==> src/core/l2c_pkg.sv <==
package l2c_pkg;

	// register byte addresses
	localparam logic [7:0] L2C_CTRL_ADDR = 8'h00;
	localparam logic [7:0] L2C_CMD_ADDR = 8'h04;
	localparam logic [7:0] L2C_DATA_ADDR = 8'h08;
	localparam logic [7:0] L2C_CSUM_FIELD_ADDR = 8'h0C;
	localparam logic [7:0] L2C_CSUM_OUT_ADDR = 8'h10;
	localparam logic [7:0] L2C_CRC_OUT_ADDR = 8'h14;
	localparam logic [7:0] L2C_STATUS_ADDR = 8'h18;
	localparam logic [7:0] L2C_CONN_ID_ADDR = 8'h1C;
	localparam logic [7:0] L2C_SEQ_ADDR = 8'h20;
	localparam logic [7:0] L2C_MSG_LEN_ADDR = 8'h24;
	localparam logic [7:0] L2C_TX_HDR0_ADDR = 8'h28;
	localparam logic [7:0] L2C_TX_HDR1_ADDR = 8'h2C;
	localparam logic [7:0] L2C_TX_HDR2_ADDR = 8'h30;
	localparam logic [7:0] L2C_RX_HDR_ADDR = 8'h34;
	localparam logic [7:0] L2C_AVP_RX_ADDR = 8'h38;
	localparam logic [7:0] L2C_AVP_INFO_ADDR = 8'h3C;
	localparam logic [7:0] L2C_AVP_TXCFG_ADDR = 8'h40;
	localparam logic [7:0] L2C_AVP_TXHDR_ADDR = 8'h44;

	// control register fields
	localparam int L2C_CTRL_UDP_EN = 0;
	localparam int L2C_CTRL_AUTH = 1;
	localparam int L2C_CTRL_IPV6 = 2;
	localparam int L2C_CTRL_IS_CTRL = 3;
	localparam int L2C_CTRL_DATA_TXSUM = 4;
	localparam int L2C_CTRL_DATA_RXCHK = 5;
	localparam int L2C_CTRL_RX = 6;
	localparam int L2C_CTRL_W = 7;
	localparam logic [6:0] L2C_CTRL_RESET = 7'h01;

	// command bits
	localparam int L2C_CMD_START = 0;
	localparam int L2C_CMD_FINISH = 1;

	// status bits, write one to clear
	localparam int L2C_ST_ACCEPT = 0;
	localparam int L2C_ST_DROP_ZERO = 1;
	localparam int L2C_ST_DROP_BAD = 2;
	localparam int L2C_ST_AVP_DISCARD = 3;
	localparam int L2C_ST_TEARDOWN = 4;
	localparam int L2C_ST_HDR_BAD = 5;
	localparam int L2C_ST_DONE = 6;
	localparam int L2C_ST_W = 7;

	// header constants
	localparam logic [3:0] L2C_PROTO_REV = 4'h3;
	localparam logic [9:0] L2C_AVP_HDR_BYTES = 10'h006;
	localparam logic [15:0] L2C_BASE_VENDOR = 16'h0000;
	localparam logic [15:0] L2C_SUM_ONES = 16'hFFFF;
	localparam logic [31:0] L2C_CRC_INIT = 32'hFFFFFFFF;
	localparam logic [31:0] L2C_CRC_POLY = 32'hEDB88320;

	// bus read sequencing
	typedef enum logic [1:0] {
		L2C_BUS_IDLE = 2'b01,
		L2C_BUS_RDWAIT = 2'b10
	} l2c_bus_e;

endpackage : l2c_pkg

==> src/core/l2c_hdr_check.sv <==
`timescale 1ns/1ps
// What this block does
// - without authentication and with udp, compute and insert control packet checksum
// - received unauthenticated control packet: drop on zero or failing checksum
// - with authentication and udp, control packet checksum may be sent as zero
// - transmitted data packets carry zero checksum unless ipv6 with data tx sum set
// - a received zero data or authenticated control checksum skips the check and accepts
// - nonzero data checksum may be skipped; verified over ipv6; tx sum optional
// - ipv6 control messages always carry a computed checksum
// - ipv6: verify every nonzero received control checksum
// - support a trailing ethernet crc-32 field
// - control header type flag is one on transmit
// - control header length-present flag is one on transmit
// - length field counts octets from the type flag, no session id
// - control header sequence-present flag is one on transmit
// - reserved header bits sent as zero, ignored on receive
// - four-bit protocol revision fixed at three
// - header carries connection id, then send and next expected sequence
// - rejected mandatory attribute tears down connection or session setup
// - hidden flag marks encrypted value; encryption not supported
// - attribute spare and reserved bits sent as zero, ignored on receive
// - attribute length is value length plus six header bytes
// - attribute carries vendor id, type, value; zero vendor is base protocol
// - unknown vendor with mandatory flag zero: discard attribute, continue
module l2c_hdr_check
	import l2c_pkg::*;
#(
	parameter logic [15:0] LOCAL_VENDOR = 16'h00A5 // arbitrary value
)
(
	input wire logic hclk,
	input wire logic hresetn,
	input wire logic hsel,
	input wire logic [31:0] haddr,
	input wire logic [1:0] htrans,
	input wire logic hwrite,
	input wire logic [2:0] hsize,
	input wire logic [31:0] hwdata,
	input wire logic hready,
	output logic hreadyout,
	output logic [31:0] hrdata,
	output logic hresp,
	output logic drop_pulse,
	output logic teardown
);

	// ones-complement 16-bit add with end-around carry
	function automatic logic [15:0] ones_add(input logic [15:0] a, input logic [15:0] b);
		logic [16:0] s;
		s = {1'b0, a} + {1'b0, b};
		return s[15:0] + {15'h0000, s[16]};
	endfunction : ones_add

	l2c_bus_e bus_state;
	logic a_valid, a_write, wr_en;
	logic [7:0] a_addr;
	logic [6:0] ctrl, status, next_status;
	logic [15:0] csum_field, sum, csum_out, msg_len, tx_sum, comp_sum;
	logic [31:0] crc_out, conn_id, seq, rx_hdr, avp_info, avp_txcfg, rd_mux;
	logic cmd_start, cmd_finish, data_wr, avp_wr;
	logic sum_ok, field_zero, rx_accept, rx_zero_drop, rx_bad_drop;
	logic vendor_known, avp_unsupported;
	logic [9:0] avp_len, tx_avp_len;

	// address phase capture; the data phase follows in the next cycle
	always_ff @(posedge hclk or negedge hresetn)
	begin
		if (!hresetn)
		begin
			a_valid <= 1'b0;
			a_write <= 1'b0;
			a_addr <= 8'h00;
		end
		else if (hready)
		begin
			a_valid <= hsel && htrans[1] && (hsize == 3'b010);
			a_write <= hwrite;
			a_addr <= {haddr[7:2], 2'b00};
		end
	end

	assign wr_en = a_valid && a_write;

	// reads take one wait state so hrdata comes from a flop and sees prior writes
	always_ff @(posedge hclk or negedge hresetn)
	begin
		if (!hresetn)
		begin
			bus_state <= L2C_BUS_IDLE;
			hreadyout <= 1'b1;
			hrdata <= 32'h00000000;
			hresp <= 1'b0;
		end
		else
		begin
			hresp <= 1'b0;
			case (bus_state)
				L2C_BUS_IDLE:
				begin
					if (hready && hsel && htrans[1] && !hwrite)
					begin
						bus_state <= L2C_BUS_RDWAIT;
						hreadyout <= 1'b0;
					end
				end
				L2C_BUS_RDWAIT:
				begin
					bus_state <= L2C_BUS_IDLE;
					hreadyout <= 1'b1;
					hrdata <= rd_mux;
				end
				default:
				begin
					bus_state <= L2C_BUS_IDLE;
					hreadyout <= 1'b1;
				end
			endcase
		end
	end

	// unmapped addresses read as zero; write-only registers (command, data, attribute receive) also read as zero
	always_comb
	begin
		case (a_addr)
			L2C_CTRL_ADDR: rd_mux = {25'h0000000, ctrl};
			L2C_CSUM_FIELD_ADDR: rd_mux = {16'h0000, csum_field};
			L2C_CSUM_OUT_ADDR: rd_mux = {16'h0000, csum_out};
			L2C_CRC_OUT_ADDR: rd_mux = crc_out;
			L2C_STATUS_ADDR: rd_mux = {25'h0000000, status};
			L2C_CONN_ID_ADDR: rd_mux = conn_id;
			L2C_SEQ_ADDR: rd_mux = seq;
			L2C_MSG_LEN_ADDR: rd_mux = {16'h0000, msg_len};
			// type, length-present, sequence-present set; reserved bits zero
			L2C_TX_HDR0_ADDR: rd_mux = {3'b110, 1'b0, 1'b1, 7'h00,
				L2C_PROTO_REV, msg_len};
			L2C_TX_HDR1_ADDR: rd_mux = conn_id;
			L2C_TX_HDR2_ADDR: rd_mux = seq;
			L2C_RX_HDR_ADDR: rd_mux = rx_hdr;
			L2C_AVP_INFO_ADDR: rd_mux = avp_info;
			L2C_AVP_TXCFG_ADDR: rd_mux = avp_txcfg;
			// hidden flag always zero since values are never encrypted
			L2C_AVP_TXHDR_ADDR: rd_mux = {avp_txcfg[31], 1'b0, 4'h0, tx_avp_len,
				avp_txcfg[15:0]};
			default: rd_mux = 32'h00000000;
		endcase
	end

	assign tx_avp_len = avp_txcfg[25:16] + L2C_AVP_HDR_BYTES;

	// writable configuration words
	always_ff @(posedge hclk or negedge hresetn)
	begin
		if (!hresetn)
		begin
			ctrl <= L2C_CTRL_RESET;
			csum_field <= 16'h0000;
			conn_id <= 32'h00000000;
			seq <= 32'h00000000;
			msg_len <= 16'h0000;
			avp_txcfg <= 32'h00000000;
		end
		else if (wr_en)
		begin
			case (a_addr)
				L2C_CTRL_ADDR: ctrl <= hwdata[6:0];
				L2C_CSUM_FIELD_ADDR: csum_field <= hwdata[15:0];
				L2C_CONN_ID_ADDR: conn_id <= hwdata;
				L2C_SEQ_ADDR: seq <= hwdata;
				L2C_MSG_LEN_ADDR: msg_len <= hwdata[15:0];
				L2C_AVP_TXCFG_ADDR: avp_txcfg <= hwdata;
				default: ;
			endcase
		end
	end

	assign cmd_start = wr_en && (a_addr == L2C_CMD_ADDR) && hwdata[L2C_CMD_START];
	assign cmd_finish = wr_en && (a_addr == L2C_CMD_ADDR) && hwdata[L2C_CMD_FINISH];
	assign data_wr = wr_en && (a_addr == L2C_DATA_ADDR);
	assign avp_wr = wr_en && (a_addr == L2C_AVP_RX_ADDR);

	// running ones-complement sum over pseudo header, udp header and payload
	always_ff @(posedge hclk or negedge hresetn)
	begin
		if (!hresetn)
			sum <= 16'h0000;
		else if (cmd_start)
			sum <= 16'h0000;
		else if (data_wr)
			sum <= ones_add(ones_add(sum, hwdata[31:16]), hwdata[15:0]);
	end

	l2c_crc32 u_crc (
		.hclk(hclk),
		.hresetn(hresetn),
		.init(cmd_start),
		.load(data_wr),
		.word(hwdata),
		.crc(crc_out)
	);

	// transmit checksum policy; a computed zero goes out as all ones
	always_comb
	begin
		comp_sum = ~sum;
		if (comp_sum == 16'h0000)
			comp_sum = L2C_SUM_ONES;
		tx_sum = 16'h0000;
		if (ctrl[L2C_CTRL_UDP_EN])
		begin
			if (ctrl[L2C_CTRL_IS_CTRL])
			begin
				if (ctrl[L2C_CTRL_IPV6])
					tx_sum = comp_sum;
				else if (!ctrl[L2C_CTRL_AUTH])
					tx_sum = comp_sum;
				else
					tx_sum = 16'h0000;
			end
			else if (ctrl[L2C_CTRL_IPV6] && ctrl[L2C_CTRL_DATA_TXSUM])
				tx_sum = comp_sum;
			else
				tx_sum = 16'h0000;
		end
	end

	assign sum_ok = (sum == L2C_SUM_ONES);
	assign field_zero = (csum_field == 16'h0000);

	// receive verdict; the fed words include the received checksum field
	always_comb
	begin
		rx_accept = 1'b1;
		rx_zero_drop = 1'b0;
		rx_bad_drop = 1'b0;
		if (ctrl[L2C_CTRL_UDP_EN])
		begin
			if (ctrl[L2C_CTRL_IS_CTRL])
			begin
				if (field_zero && !ctrl[L2C_CTRL_AUTH])
				begin
					rx_accept = 1'b0;
					rx_zero_drop = 1'b1;
				end
				else if (!field_zero && !sum_ok)
				begin
					// verified with or without authentication, over ipv4 and over ipv6
					rx_accept = 1'b0;
					rx_bad_drop = 1'b1;
				end
			end
			else if (!field_zero && !sum_ok
				&& (ctrl[L2C_CTRL_IPV6] || ctrl[L2C_CTRL_DATA_RXCHK]))
			begin
				rx_accept = 1'b0;
				rx_bad_drop = 1'b1;
			end
		end
		// otherwise a zero field passes unchecked
		if (field_zero && !(ctrl[L2C_CTRL_IS_CTRL] && !ctrl[L2C_CTRL_AUTH]))
			rx_accept = 1'b1;
	end

	// checksum result latched on a transmit finish (receive finish leaves it at zero) so it is stable for readback
	always_ff @(posedge hclk or negedge hresetn)
	begin
		if (!hresetn)
			csum_out <= 16'h0000;
		else if (cmd_start)
			csum_out <= 16'h0000;
		else if (cmd_finish && !ctrl[L2C_CTRL_RX])
			csum_out <= tx_sum;
	end

	// received control header; reserved bits are stored but never judged
	always_ff @(posedge hclk or negedge hresetn)
	begin
		if (!hresetn)
			rx_hdr <= 32'h00000000;
		else if (wr_en && (a_addr == L2C_RX_HDR_ADDR))
			rx_hdr <= hwdata;
	end

	// attribute header fields: flags, spare bits, length, vendor
	assign avp_len = hwdata[25:16];
	assign vendor_known = (hwdata[15:0] == L2C_BASE_VENDOR)
		|| (hwdata[15:0] == LOCAL_VENDOR);
	// hidden values cannot be decoded, so they count as unsupported
	assign avp_unsupported = !vendor_known || hwdata[30]
		|| (avp_len < L2C_AVP_HDR_BYTES);

	// parsed attribute: value length and verdict, spare bits dropped
	always_ff @(posedge hclk or negedge hresetn)
	begin
		if (!hresetn)
			avp_info <= 32'h00000000;
		else if (avp_wr)
			avp_info <= {hwdata[31], hwdata[30], avp_unsupported, 3'b000,
				avp_len - L2C_AVP_HDR_BYTES, hwdata[15:0]};
	end

	// sticky status; a hardware set in the same cycle beats a software clear
	always_comb
	begin
		next_status = status;
		if (wr_en && (a_addr == L2C_STATUS_ADDR))
			next_status = status & ~hwdata[6:0];
		if (cmd_finish && ctrl[L2C_CTRL_RX])
		begin
			next_status[L2C_ST_DONE] = 1'b1;
			if (rx_accept)
				next_status[L2C_ST_ACCEPT] = 1'b1;
			if (rx_zero_drop)
				next_status[L2C_ST_DROP_ZERO] = 1'b1;
			if (rx_bad_drop)
				next_status[L2C_ST_DROP_BAD] = 1'b1;
		end
		if (cmd_finish && !ctrl[L2C_CTRL_RX])
			next_status[L2C_ST_DONE] = 1'b1;
		if (avp_wr && avp_unsupported)
		begin
			if (hwdata[31])
				next_status[L2C_ST_TEARDOWN] = 1'b1;
			else
				next_status[L2C_ST_AVP_DISCARD] = 1'b1;
		end
		if (wr_en && (a_addr == L2C_RX_HDR_ADDR)
			&& (!hwdata[31] || !hwdata[30] || !hwdata[27] || (hwdata[19:16] != L2C_PROTO_REV)))
			next_status[L2C_ST_HDR_BAD] = 1'b1;
	end

	always_ff @(posedge hclk or negedge hresetn)
	begin
		if (!hresetn)
			status <= 7'h00;
		else
			status <= next_status;
	end

	// teardown request follows its sticky bit; drop is a one-cycle event
	always_ff @(posedge hclk or negedge hresetn)
	begin
		if (!hresetn)
		begin
			teardown <= 1'b0;
			drop_pulse <= 1'b0;
		end
		else
		begin
			teardown <= next_status[L2C_ST_TEARDOWN];
			drop_pulse <= cmd_finish && ctrl[L2C_CTRL_RX] && !rx_accept;
		end
	end

endmodule : l2c_hdr_check

==> src/core/l2c_crc32.sv <==
`timescale 1ns/1ps
module l2c_crc32
	import l2c_pkg::*;
(
	input wire logic hclk,
	input wire logic hresetn,
	input wire logic init,
	input wire logic load,
	input wire logic [31:0] word,
	output logic [31:0] crc
);

	logic [31:0] state;
	logic [31:0] next_state;

	// reflected ethernet crc, four bytes a word, most significant byte first
	always_comb
	begin
		next_state = state;
		for (int b = 3; b >= 0; b--)
		begin
			next_state = next_state ^ {24'h000000, word[b*8 +: 8]};
			for (int k = 0; k < 8; k++)
			begin
				next_state = next_state[0] ? ((next_state >> 1) ^ L2C_CRC_POLY)
					: (next_state >> 1);
			end
		end
	end

	// running remainder; init wins so a fresh frame never inherits old bytes
	always_ff @(posedge hclk or negedge hresetn)
	begin
		if (!hresetn)
			state <= L2C_CRC_INIT;
		else if (init)
			state <= L2C_CRC_INIT;
		else if (load)
			state <= next_state;
	end

	// final inversion kept in a register so the bus reads a flop
	always_ff @(posedge hclk or negedge hresetn)
	begin
		if (!hresetn)
			crc <= 32'h00000000;
		else if (init)
			crc <= 32'h00000000;
		else if (load)
			crc <= ~next_state;
	end

endmodule : l2c_crc32

==> config.mk <==
export PLATFORM = sky130hd
export DESIGN_NAME = l2c_hdr_check
export DESIGN_NICKNAME = d
export VERILOG_FILES = /design/src/core/l2c_pkg.sv /design/src/core/l2c_hdr_check.sv /design/src/core/l2c_crc32.sv
export SDC_FILE = /design/constraint.sdc
export NUM_CORES = 1
export LEC_CHECK = 0
export BUFFER_PORTS_ARGS = -buffer_cell sky130_fd_sc_hd__buf_2
export CORE_MARGIN = 3
export CORE_UTILIZATION = 62
export DETAILED_ROUTE_END_ITERATION = 6
export GPL_TIMING_DRIVEN = 0
export PLACE_DENSITY = 0.8
export SYNTH_ARGS = -nofsm -noshare
export SYNTH_HDL_FRONTEND = slang
export SYNTH_SLANG_ARGS = --single-unit
==> constraint.sdc <==
create_clock -name hclk -period 8.1 [get_ports hclk]
set_input_delay 0.405 -clock hclk [delete_from_list [all_inputs] [get_ports hclk]]
set_output_delay 0.405 -clock hclk [all_outputs]
set_load 0.1 [all_outputs]
==> results of run 1 <==
==> critical path: cells and delay by family (launching register included) <==
kind,cells,cell delay [ns]
and+or+nand+nor,18,3.65
AOI/OAI and AO/OA,12,1.84
adders and majority gates,5,1.25
DFF,1,0.42
buffers and inverters,2,0.20
xor gates and xnor gates,2,0.18
==> timing repair <==
| action | 4_1_cts | 5_1_grt |
|---|---|---|
| cloned | 0 | 0 |
| buffers inserted | 0 | 14 |
| setup endpoints to repair | 5 | 8 |
| hold endpoints to repair | 52 | 0 |
| gates resized for setup | 9 | 17 |
| hold buffers | 1 | 0 |
| pin swaps | 1 | 12 |
==> cell usage after synthesis, types with 14 or more instances <==
| library cell | number | area, µm² |
|---|---|---|
| a211oi_1 | 30 | 225 |
| o21ai_0 | 85 | 425 |
| inv_1 | 31 | 116 |
| dfrtp_1 | 308 | 7710 |
| a22oi_1 | 32 | 240 |
| a21o_1 | 45 | 338 |
| nor3_1 | 23 | 115 |
| a22o_1 | 16 | 140 |
| a222oi_1 | 38 | 380 |
| mux2_2 | 168 | 1890 |
| xnor2_2 | 17 | 277 |
| ha_1 | 39 | 488 |
| a21oi_1 | 51 | 255 |
| xor2_1 | 62 | 543 |
| nor2_1 | 113 | 424 |
| nand3_1 | 22 | 110 |
| mux2i_1 | 14 | 140 |
| nand2_1 | 191 | 717 |
| dfstp_2 | 34 | 893 |
| nor2b_1 | 23 | 144 |
| xnor2_1 | 228 | 2000 |
| clkbuf_1 | 94 | 353 |
==> registers in the layout (all words and copies together), names as in the netlist, 2 cells and up <==
signal / flops
a_addr: 6
avp_info: 29
avp_txcfg: 32
bus_state: 2
conn_id: 32
csum_field: 16
csum_out: 16
ctrl: 7
hrdata: 32
msg_len: 16
rx_hdr: 32
seq: 32
status: 7
sum: 16
u_crc.crc: 32
u_crc.state: 32
==> worst max path at each step <==
stage                       start                  end  cells after the start
6_report       sum[0]$_DFFE_PN0P_  sum[14]$_DFFE_PN0P_                     39
3_3_place_gp           hwdata[17]  sum[15]$_DFFE_PN0P_                     40
4_1_cts        sum[0]$_DFFE_PN0P_  sum[15]$_DFFE_PN0P_                     40
5_1_grt        sum[0]$_DFFE_PN0P_  sum[15]$_DFFE_PN0P_                     40
2_1_floorplan          hwdata[17]  sum[15]$_DFFE_PN0P_                     39
3_5_place_dp           hwdata[17]  sum[15]$_DFFE_PN0P_                     40
==> metrics by stage <==
stage	cell area [µm²]	hold WS [ns]
4_1_cts	21700	0.0985
3_3_place_gp	20400	0.457
6_report	21900	0.103
5_1_grt	21900	0.106
2_1_floorplan	19500	0.109
3_5_place_dp	20500	0.464
==> kinds of logic (layout without fill, tap and decap cells) <==
| family | count (synthesis) | count (layout) | synth area share, % |
|---|---|---|---|
| buffers and inverters | 135 | 299 | 2.66 |
| other | 1 | 1 | 0.0192 |
| xor gates and xnor gates | 338 | 338 | 17.9 |
| and+or+nand+nor | 436 | 436 | 9.95 |
| adders and majority gates | 41 | 41 | 2.70 |
| DFF | 342 | 342 | 44.0 |
| AOI/OAI and AO/OA | 347 | 347 | 12.4 |
| muxes | 182 | 182 | 10.4 |
==> routing by layer <==
layer | track usage, % | up-vias
met1 | 47.6 | 7576
met2 | 54.1 | 907
met5 | 0 | -
li1 | - | 6671
met4 | 14.2 | 0
met3 | 7.80 | 179
==> final cells by class <==
cell class / instances / area share, %
multi-input combinational: 1345 / 48.0
sequential: 342 / 39.3
clock buffer: 52 / 4.71
timing repair buffer: 100 / 2.74
tap: 396 / 2.26
buffer: 103 / 1.83
clock inverter: 13 / 0.612
inverter: 31 / 0.532
==> summary.txt, run 1 <==
Cells and area
  – Inserted Diodes: 0
  – Fillers: 2,200
  – Share of layout cells above drive strength 1: 21.2%
  – Commonest non-fill, non-tap cell in the layout: dfrtp_1
  – Nets: 2,074
  – Finished Layout Cells: 2,382
  – Utilization after layout: 71.0%
  – Multi-input gate area: 0.0105 mm²
  – Area delta synth->final: 11.9%
  – Register area: 0.00860 mm²
  – Commonest cells after routing, fill and taps aside: dfrtp_1, xnor2_1, nand2_1

Critical path
  – CP most frequent cell: ha_1
  – CP Capture Type: register
  – Worst r2r path cells: 39
  – Worst EP required: 8.47 ns
  – Worst Setup Path Type: reg2reg
  – CP max-delay cell: or4b_2
  – Critical R2R Launch: sum[0]$_DFFE_PN0P_
  – R2R Setup Slk: 0.42 ns
  – Worst EP arrival: 8.05 ns
  – Startpoint types: register
  – Max incr delay on CP: 0.64 ns
  – RR Endpoint: sum[14]$_DFFE_PN0P_
  – Critical path fanouts, max: 6

Detailed routing
  – Met2 wire length: 26,300 µm
  – Routed vias: 15,300
  – Highest layer used for signal routing: met4
  – DRT met1 WL: 23,300 µm
  – WL met3: 6080 µm
  – DRT Wirelength: 58,700 µm
  – Average wire per standard cell: 24.6 µm
  – Vias per cell: 6.44
  – DRC errors left: 12
  – DR pass1 iterations: 7
  – Initial DRC Count: 2,044
  – DRT antenna net count: 0

Placed design
  – Dpl cells: 2,302
  – Place WS: -1.32 ns
  – RePlAce Congestion: 0.965
  – PortBufs: 81
  – Detailed placement HPWL: 43,400 µm

Worst hold path
  – HP Start: haddr[3]
  – Hold depth: 2
  – Worst hold path type: in2reg
  – Hold Path End: a_addr[3]$_DFFE_PN0P_

Die
  – Row cnt: 64
  – Num ports: 110
  – Chip height: 184 µm
  – Core area: 0.0308 mm²
  – Chip Width: 184 µm
  – Total die area: 0.0337 mm²
  – Starting Density: 63.4%

Yosys
  – Cells after Synth: 1,822
  – Post-synth EDFFs: 0
  – Yosys Warn Count: 0
  – Syn nets: 1,937
  – FFs w/ async S/R, synth: 100%
  – Cell Area, Synth: 0.0195 mm²
  – Syn Area/Cell: 10.7 µm²
  – #FFs+latches synth: 342
  – Post-synthesis sequential area ratio: 44.0%
  – Synth cell types: 68
  – Prevailing post-synth register cell: dfrtp_1

Clock network
  – Root Buffer: clkbuf_16
  – Clock Sinks: 342
  – Max clock buf depth: 3
  – Worst-skew pair later-pin latency: 0.53 ns
  – H-tree depth: 2
  – CTS buffer count: 36
  – TritonCTS clock tree: yes
  – Clk slew on worst S/H paths: 0.06 ns

STA
  – Tmin final: 7.68 ns
  – Worst-Margin Slew: 1.19 ns
  – Max Freq: 0.130 GHz
  – Hold Fails Final Rpt: 0
  – Final setup viols: 0
  – Slew Limit Fails: 0
  – Setup Skew: 0.0269 ns
  – Setup WS post-layout: 0.421 ns
  – Period utilization: 94.8%
  – Max-slew headroom: 19.4%
  – Setup TNS: 0 ns

Job
  – Max_cap viols: 0

Global route
  – Antenna violations before repair: 0
  – Grt total ovfl: 0
  – GRT Overall Usage: 34.8%
  – Global-route wire length before repair: 89,200 µm
  – Largest net degree at the start of global routing: 122
  – Vias in the first global route: 14,800

Run status
  – Status: complete, but fails checks
  – Violated checks: DRC
Power of run 1 is not shown: default switching activity piles up to over one toggle a cycle in this logic, so the estimate is an artifact.
==> run 2, diff against run 1 <==
--- a/config.mk
+++ b/config.mk
@@ -13,4 +13,5 @@
 export PLACE_DENSITY = 0.8
 export SYNTH_ARGS = -nofsm -noshare
 export SYNTH_HDL_FRONTEND = slang
+export SYNTH_HIERARCHICAL = 1
 export SYNTH_SLANG_ARGS = --single-unit
==> run 2 against run 1 <==
Against the previous run:
- maximum frequency grew 0.66%
- non-clock buffer count decreased by 35
- setup slack better by 0.050 ns
- hold slack gained 0.011 ns
- clock-buffer cell count down 4
- via count about the same
- synthesized area rose by 2.1%
- the run still ends with DRC left
- first-iteration DRC count increased by 17%
- synthesized cell count down 5.2%
==> summary.txt, run 2 <==
Yosys
  – Prevailing post-synth register cell: dfrtp_1
  – Synth cell types: 80 (+18%)
  – Cells after Synth: 1,728 (-5.2%)
  – Syn nets: 1,843 (-4.9%)
  – FFs w/ async S/R, synth: 100% (unchanged)
  – Share of the synthesized area in the top cell type: 38.6% (-0.80 points)
  – Yosys Warn Count: 6 (+6)
  – Synth cell count leaders: dfrtp_1, mux2_2, xnor2_1, nand2_1, nor2_1
  – Leading area contributor after synthesis: dfrtp_1
  – Post-synthesis sequential area ratio: 43.1% (-0.89 points)
  – Cell Area, Synth: 0.0200 mm² (+2.1%)
  – Post-synth EDFFs: 0 (unchanged)
  – Largest family of logic cells by synthesized area: XOR/XNOR gates
  – Syn Area/Cell: 11.5 µm² (+7.6%)
  – Simple-Gate Fraction of Synth Area: 9.44% (-0.52 points)
  – Post-Synth Adder-Cell Area: 2.65% (-0.055 points)
  – Top-count cell post-synth: dfrtp_1
  – Post-synthesis compound-gate area fraction: 12.2% (-0.16 points)
  – Mux share of post-synthesis cell area: 10.8% (+0.39 points)
  – XOR/XNOR Fraction of Synth Area: 19.7% (+1.8 points)
  – #FFs+latches synth: 342 (unchanged)
  – Largest cells by area after synthesis: dfrtp_1, mux2_2, xnor2_1

STA
  – Hold Fails Final Rpt: 0 (unchanged)
  – Max Freq: 0.131 GHz (+0.66%)
  – Hold Slack: 0.114 ns (+0.0114 ns)
  – Worst-Margin Slew: 1.28 ns (+0.0892 ns)
  – Slew Limit Fails: 0 (unchanged)
  – Final setup viols: 0 (unchanged)
  – Max-slew headroom: 13.8% (-5.6 points)
  – Setup Skew: 0.0183 ns (-0.00852 ns)
  – Setup TNS: 0 ns (unchanged)
  – Period utilization: 94.2% (-0.62 points)
  – Unrepaired setup endpoints after global routing: no
  – Tmin final: 7.63 ns (-0.0501 ns)

Clock network
  – Setup Fix Bufs, Post-CTS: 0 (unchanged)
  – CTS buffer count: 35 (-2.8%)
  – Clock Sinks: 342 (unchanged)
  – TritonCTS clock tree: yes
  – Root Buffer: clkbuf_16
  – Clk slew on worst S/H paths: 0.06 ns (about the same)
  – Worst-skew pair later-pin latency: 0.52 ns (about the same)
  – Max clock buf depth: 3 (unchanged)
  – H-tree depth: 2 (unchanged)

Detailed routing
  – DR pass1 iterations: 7 (unchanged)
  – Routed vias: 15,300 (-0.046%)
  – Initial DRC Count: 2,388 (+17%)
  – Average wire per standard cell: 26.5 µm (+7.7%)
  – DRC errors left: 32 (+20)
  – Vias per cell: 6.73 (+4.6%)
  – DRT antenna net count: 0 (unchanged)
  – DRT Wirelength: 60,400 µm (+3.0%)

Cells and area
  – Area delta synth->final: 10.7%
  – Commonest cells after routing, fill and taps aside: dfrtp_1, mux2_2, xnor2_1
  – Share of layout cells above drive strength 1: 21.9% (+0.70 points)
  – Fillers: 2,300 (+4.5%)
  – Commonest non-fill, non-tap cell in the layout: dfrtp_1
  – Nets: 1,963 (-5.4%)

Die
  – Num ports: 110 (unchanged)
  – Core area: 0.0316 mm² (+2.6%)
  – Chip Width: 185 µm (+1.0%)
  – Starting Density: 63.1% (-0.34 points)
  – Row cnt: 65 (+1.6%)
  – Total die area: 0.0344 mm² (+2.0%)
  – Chip height: 185 µm (+1.0%)

Placed design
  – RePlAce Congestion: 0.972 (+0.65%)
  – PortBufs: 80 (-1.2%)
  – Detailed placement HPWL: 44,500 µm (+2.4%)

Critical path
  – Critical path fanouts, max: 8 (+2)
  – CP max-delay cell: or4_4
  – Worst EP arrival: 8.02 ns (-0.03 ns)
  – Max incr delay on CP: 0.59 ns (-0.05 ns)
  – Worst EP required: 8.49 ns (+0.02 ns)
  – CP Capture Type: register
  – Startpoint types: register
  – CP most frequent cell: ha_1
  – Worst Setup Path Type: reg2reg

Global route
  – Antenna violations before repair: 5 (+5)
  – Vias in the first global route: 14,900 (+0.26%)
  – Largest net degree at the start of global routing: 129 (+5.7%)
  – Global-route wire length before repair: 90,900 µm (+1.9%)
  – Grt total ovfl: 0 (unchanged)
  – GRT Overall Usage: 35.1% (+0.38 points)

Worst hold path
  – Worst hold path type: in2reg

Run status
  – Violated checks: DRC
  – Status: complete, but fails checks

Job
  – Max_cap viols: 0 (unchanged)
## run 2: cell types whose count changed after synthesis, sizes merged, moves of 15 or more
cell,change
nand2,-50
nor2,-35
xnor3,+46
o21ai,-19
a31oi,+15
mux2,+16
xnor2,-64
clkbuf,-21
## run 2: worst max-delay path, delay by kind of cell, from the launching register on
kind	cells	cell delay, ns
xor gates and xnor gates	2	0.34
DFF	1	0.46
adders and majority gates	5	1.40
buffers and inverters	1	0.06
and+or+nand+nor	15	3.51
AOI/OAI and AO/OA	11	1.69
## run 2: per-stage QoR
step	cells	setup WS [ns]	instance area [µm²]	util, %
2_1_floorplan	1728	1.56	20000	-
3_3_place_gp	2210	0.342	20900	65.9
3_5_place_dp	2212	0.205	20900	66.1
4_1_cts	2274	0.427	22100	69.8
5_1_grt	2275	0.0266	22100	69.8
6_report	2277	0.471	22100	69.8
## run 2: final cells by class
type	count	area [µm²]	share of cell area, %
Tap cell	402	503	2.28
Clock inverter	13	133	0.600
Inverter	23	86.3	0.391
Timing Repair Buffer	83	475	2.15
Multi-Input combinational cell	1278	11000	49.6
Antenna cell	3	7.51	0.0340
Sequential cell	342	8600	38.9
Clock buffer	48	1010	4.55
Buffer	85	324	1.47
## run 2: cells by family (layout without fill, tap and decap cells)
group,count (synthesis),in the layout
mux,192,192
flops,342,342
simple gates,385,385
fa+ha+maj,41,41
xor+xnor,318,318
compound gates,341,341
buf+inv,108,252
other cells,1,4
## run 2: path summary, 6_finish.rpt
kind	startpoint	to	slack, ns	cells past startpoint
max	sum[0]$_DFFE_PN0P_	sum[12]$_DFFE_PN0P_	0.47	34
min in group asynchronous	hresetn	hrdata[27]$_DFFE_PN0N_	0.46	2
max in group asynchronous	hresetn	avp_txcfg[11]$_DFFE_PN0P_	6.54	3
min	haddr[3]	a_addr[3]$_DFFE_PN0P_	0.11	2
min reg2reg	hrdata[5]$_DFFE_PN0N_	hrdata[5]$_DFFE_PN0N_	0.47	1
max reg2reg	sum[0]$_DFFE_PN0P_	sum[12]$_DFFE_PN0P_	0.47	34
## run 2: per-layer routing
layer / part of all wire (%) / routed length (µm) / up-vias / global-route usage (%)
li1: - / - / 6534 / -
met5: 0 / 0 / - / 0
met4: 4.5 / 2730 / 0 / 13.7
met3: 9.5 / 5750 / 176 / 6.40
met2: 45 / 27300 / 908 / 54.8
met1: 41 / 24600 / 7708 / 49.4
## run 2: repair_timing
item	in CTS	in global routing
endpoints found under the setup margin	0	4
gates resized for setup	0	2
hold endpoints to repair	96	0
hold buffers	1	0
Power of run 2 is left out for the same reason.
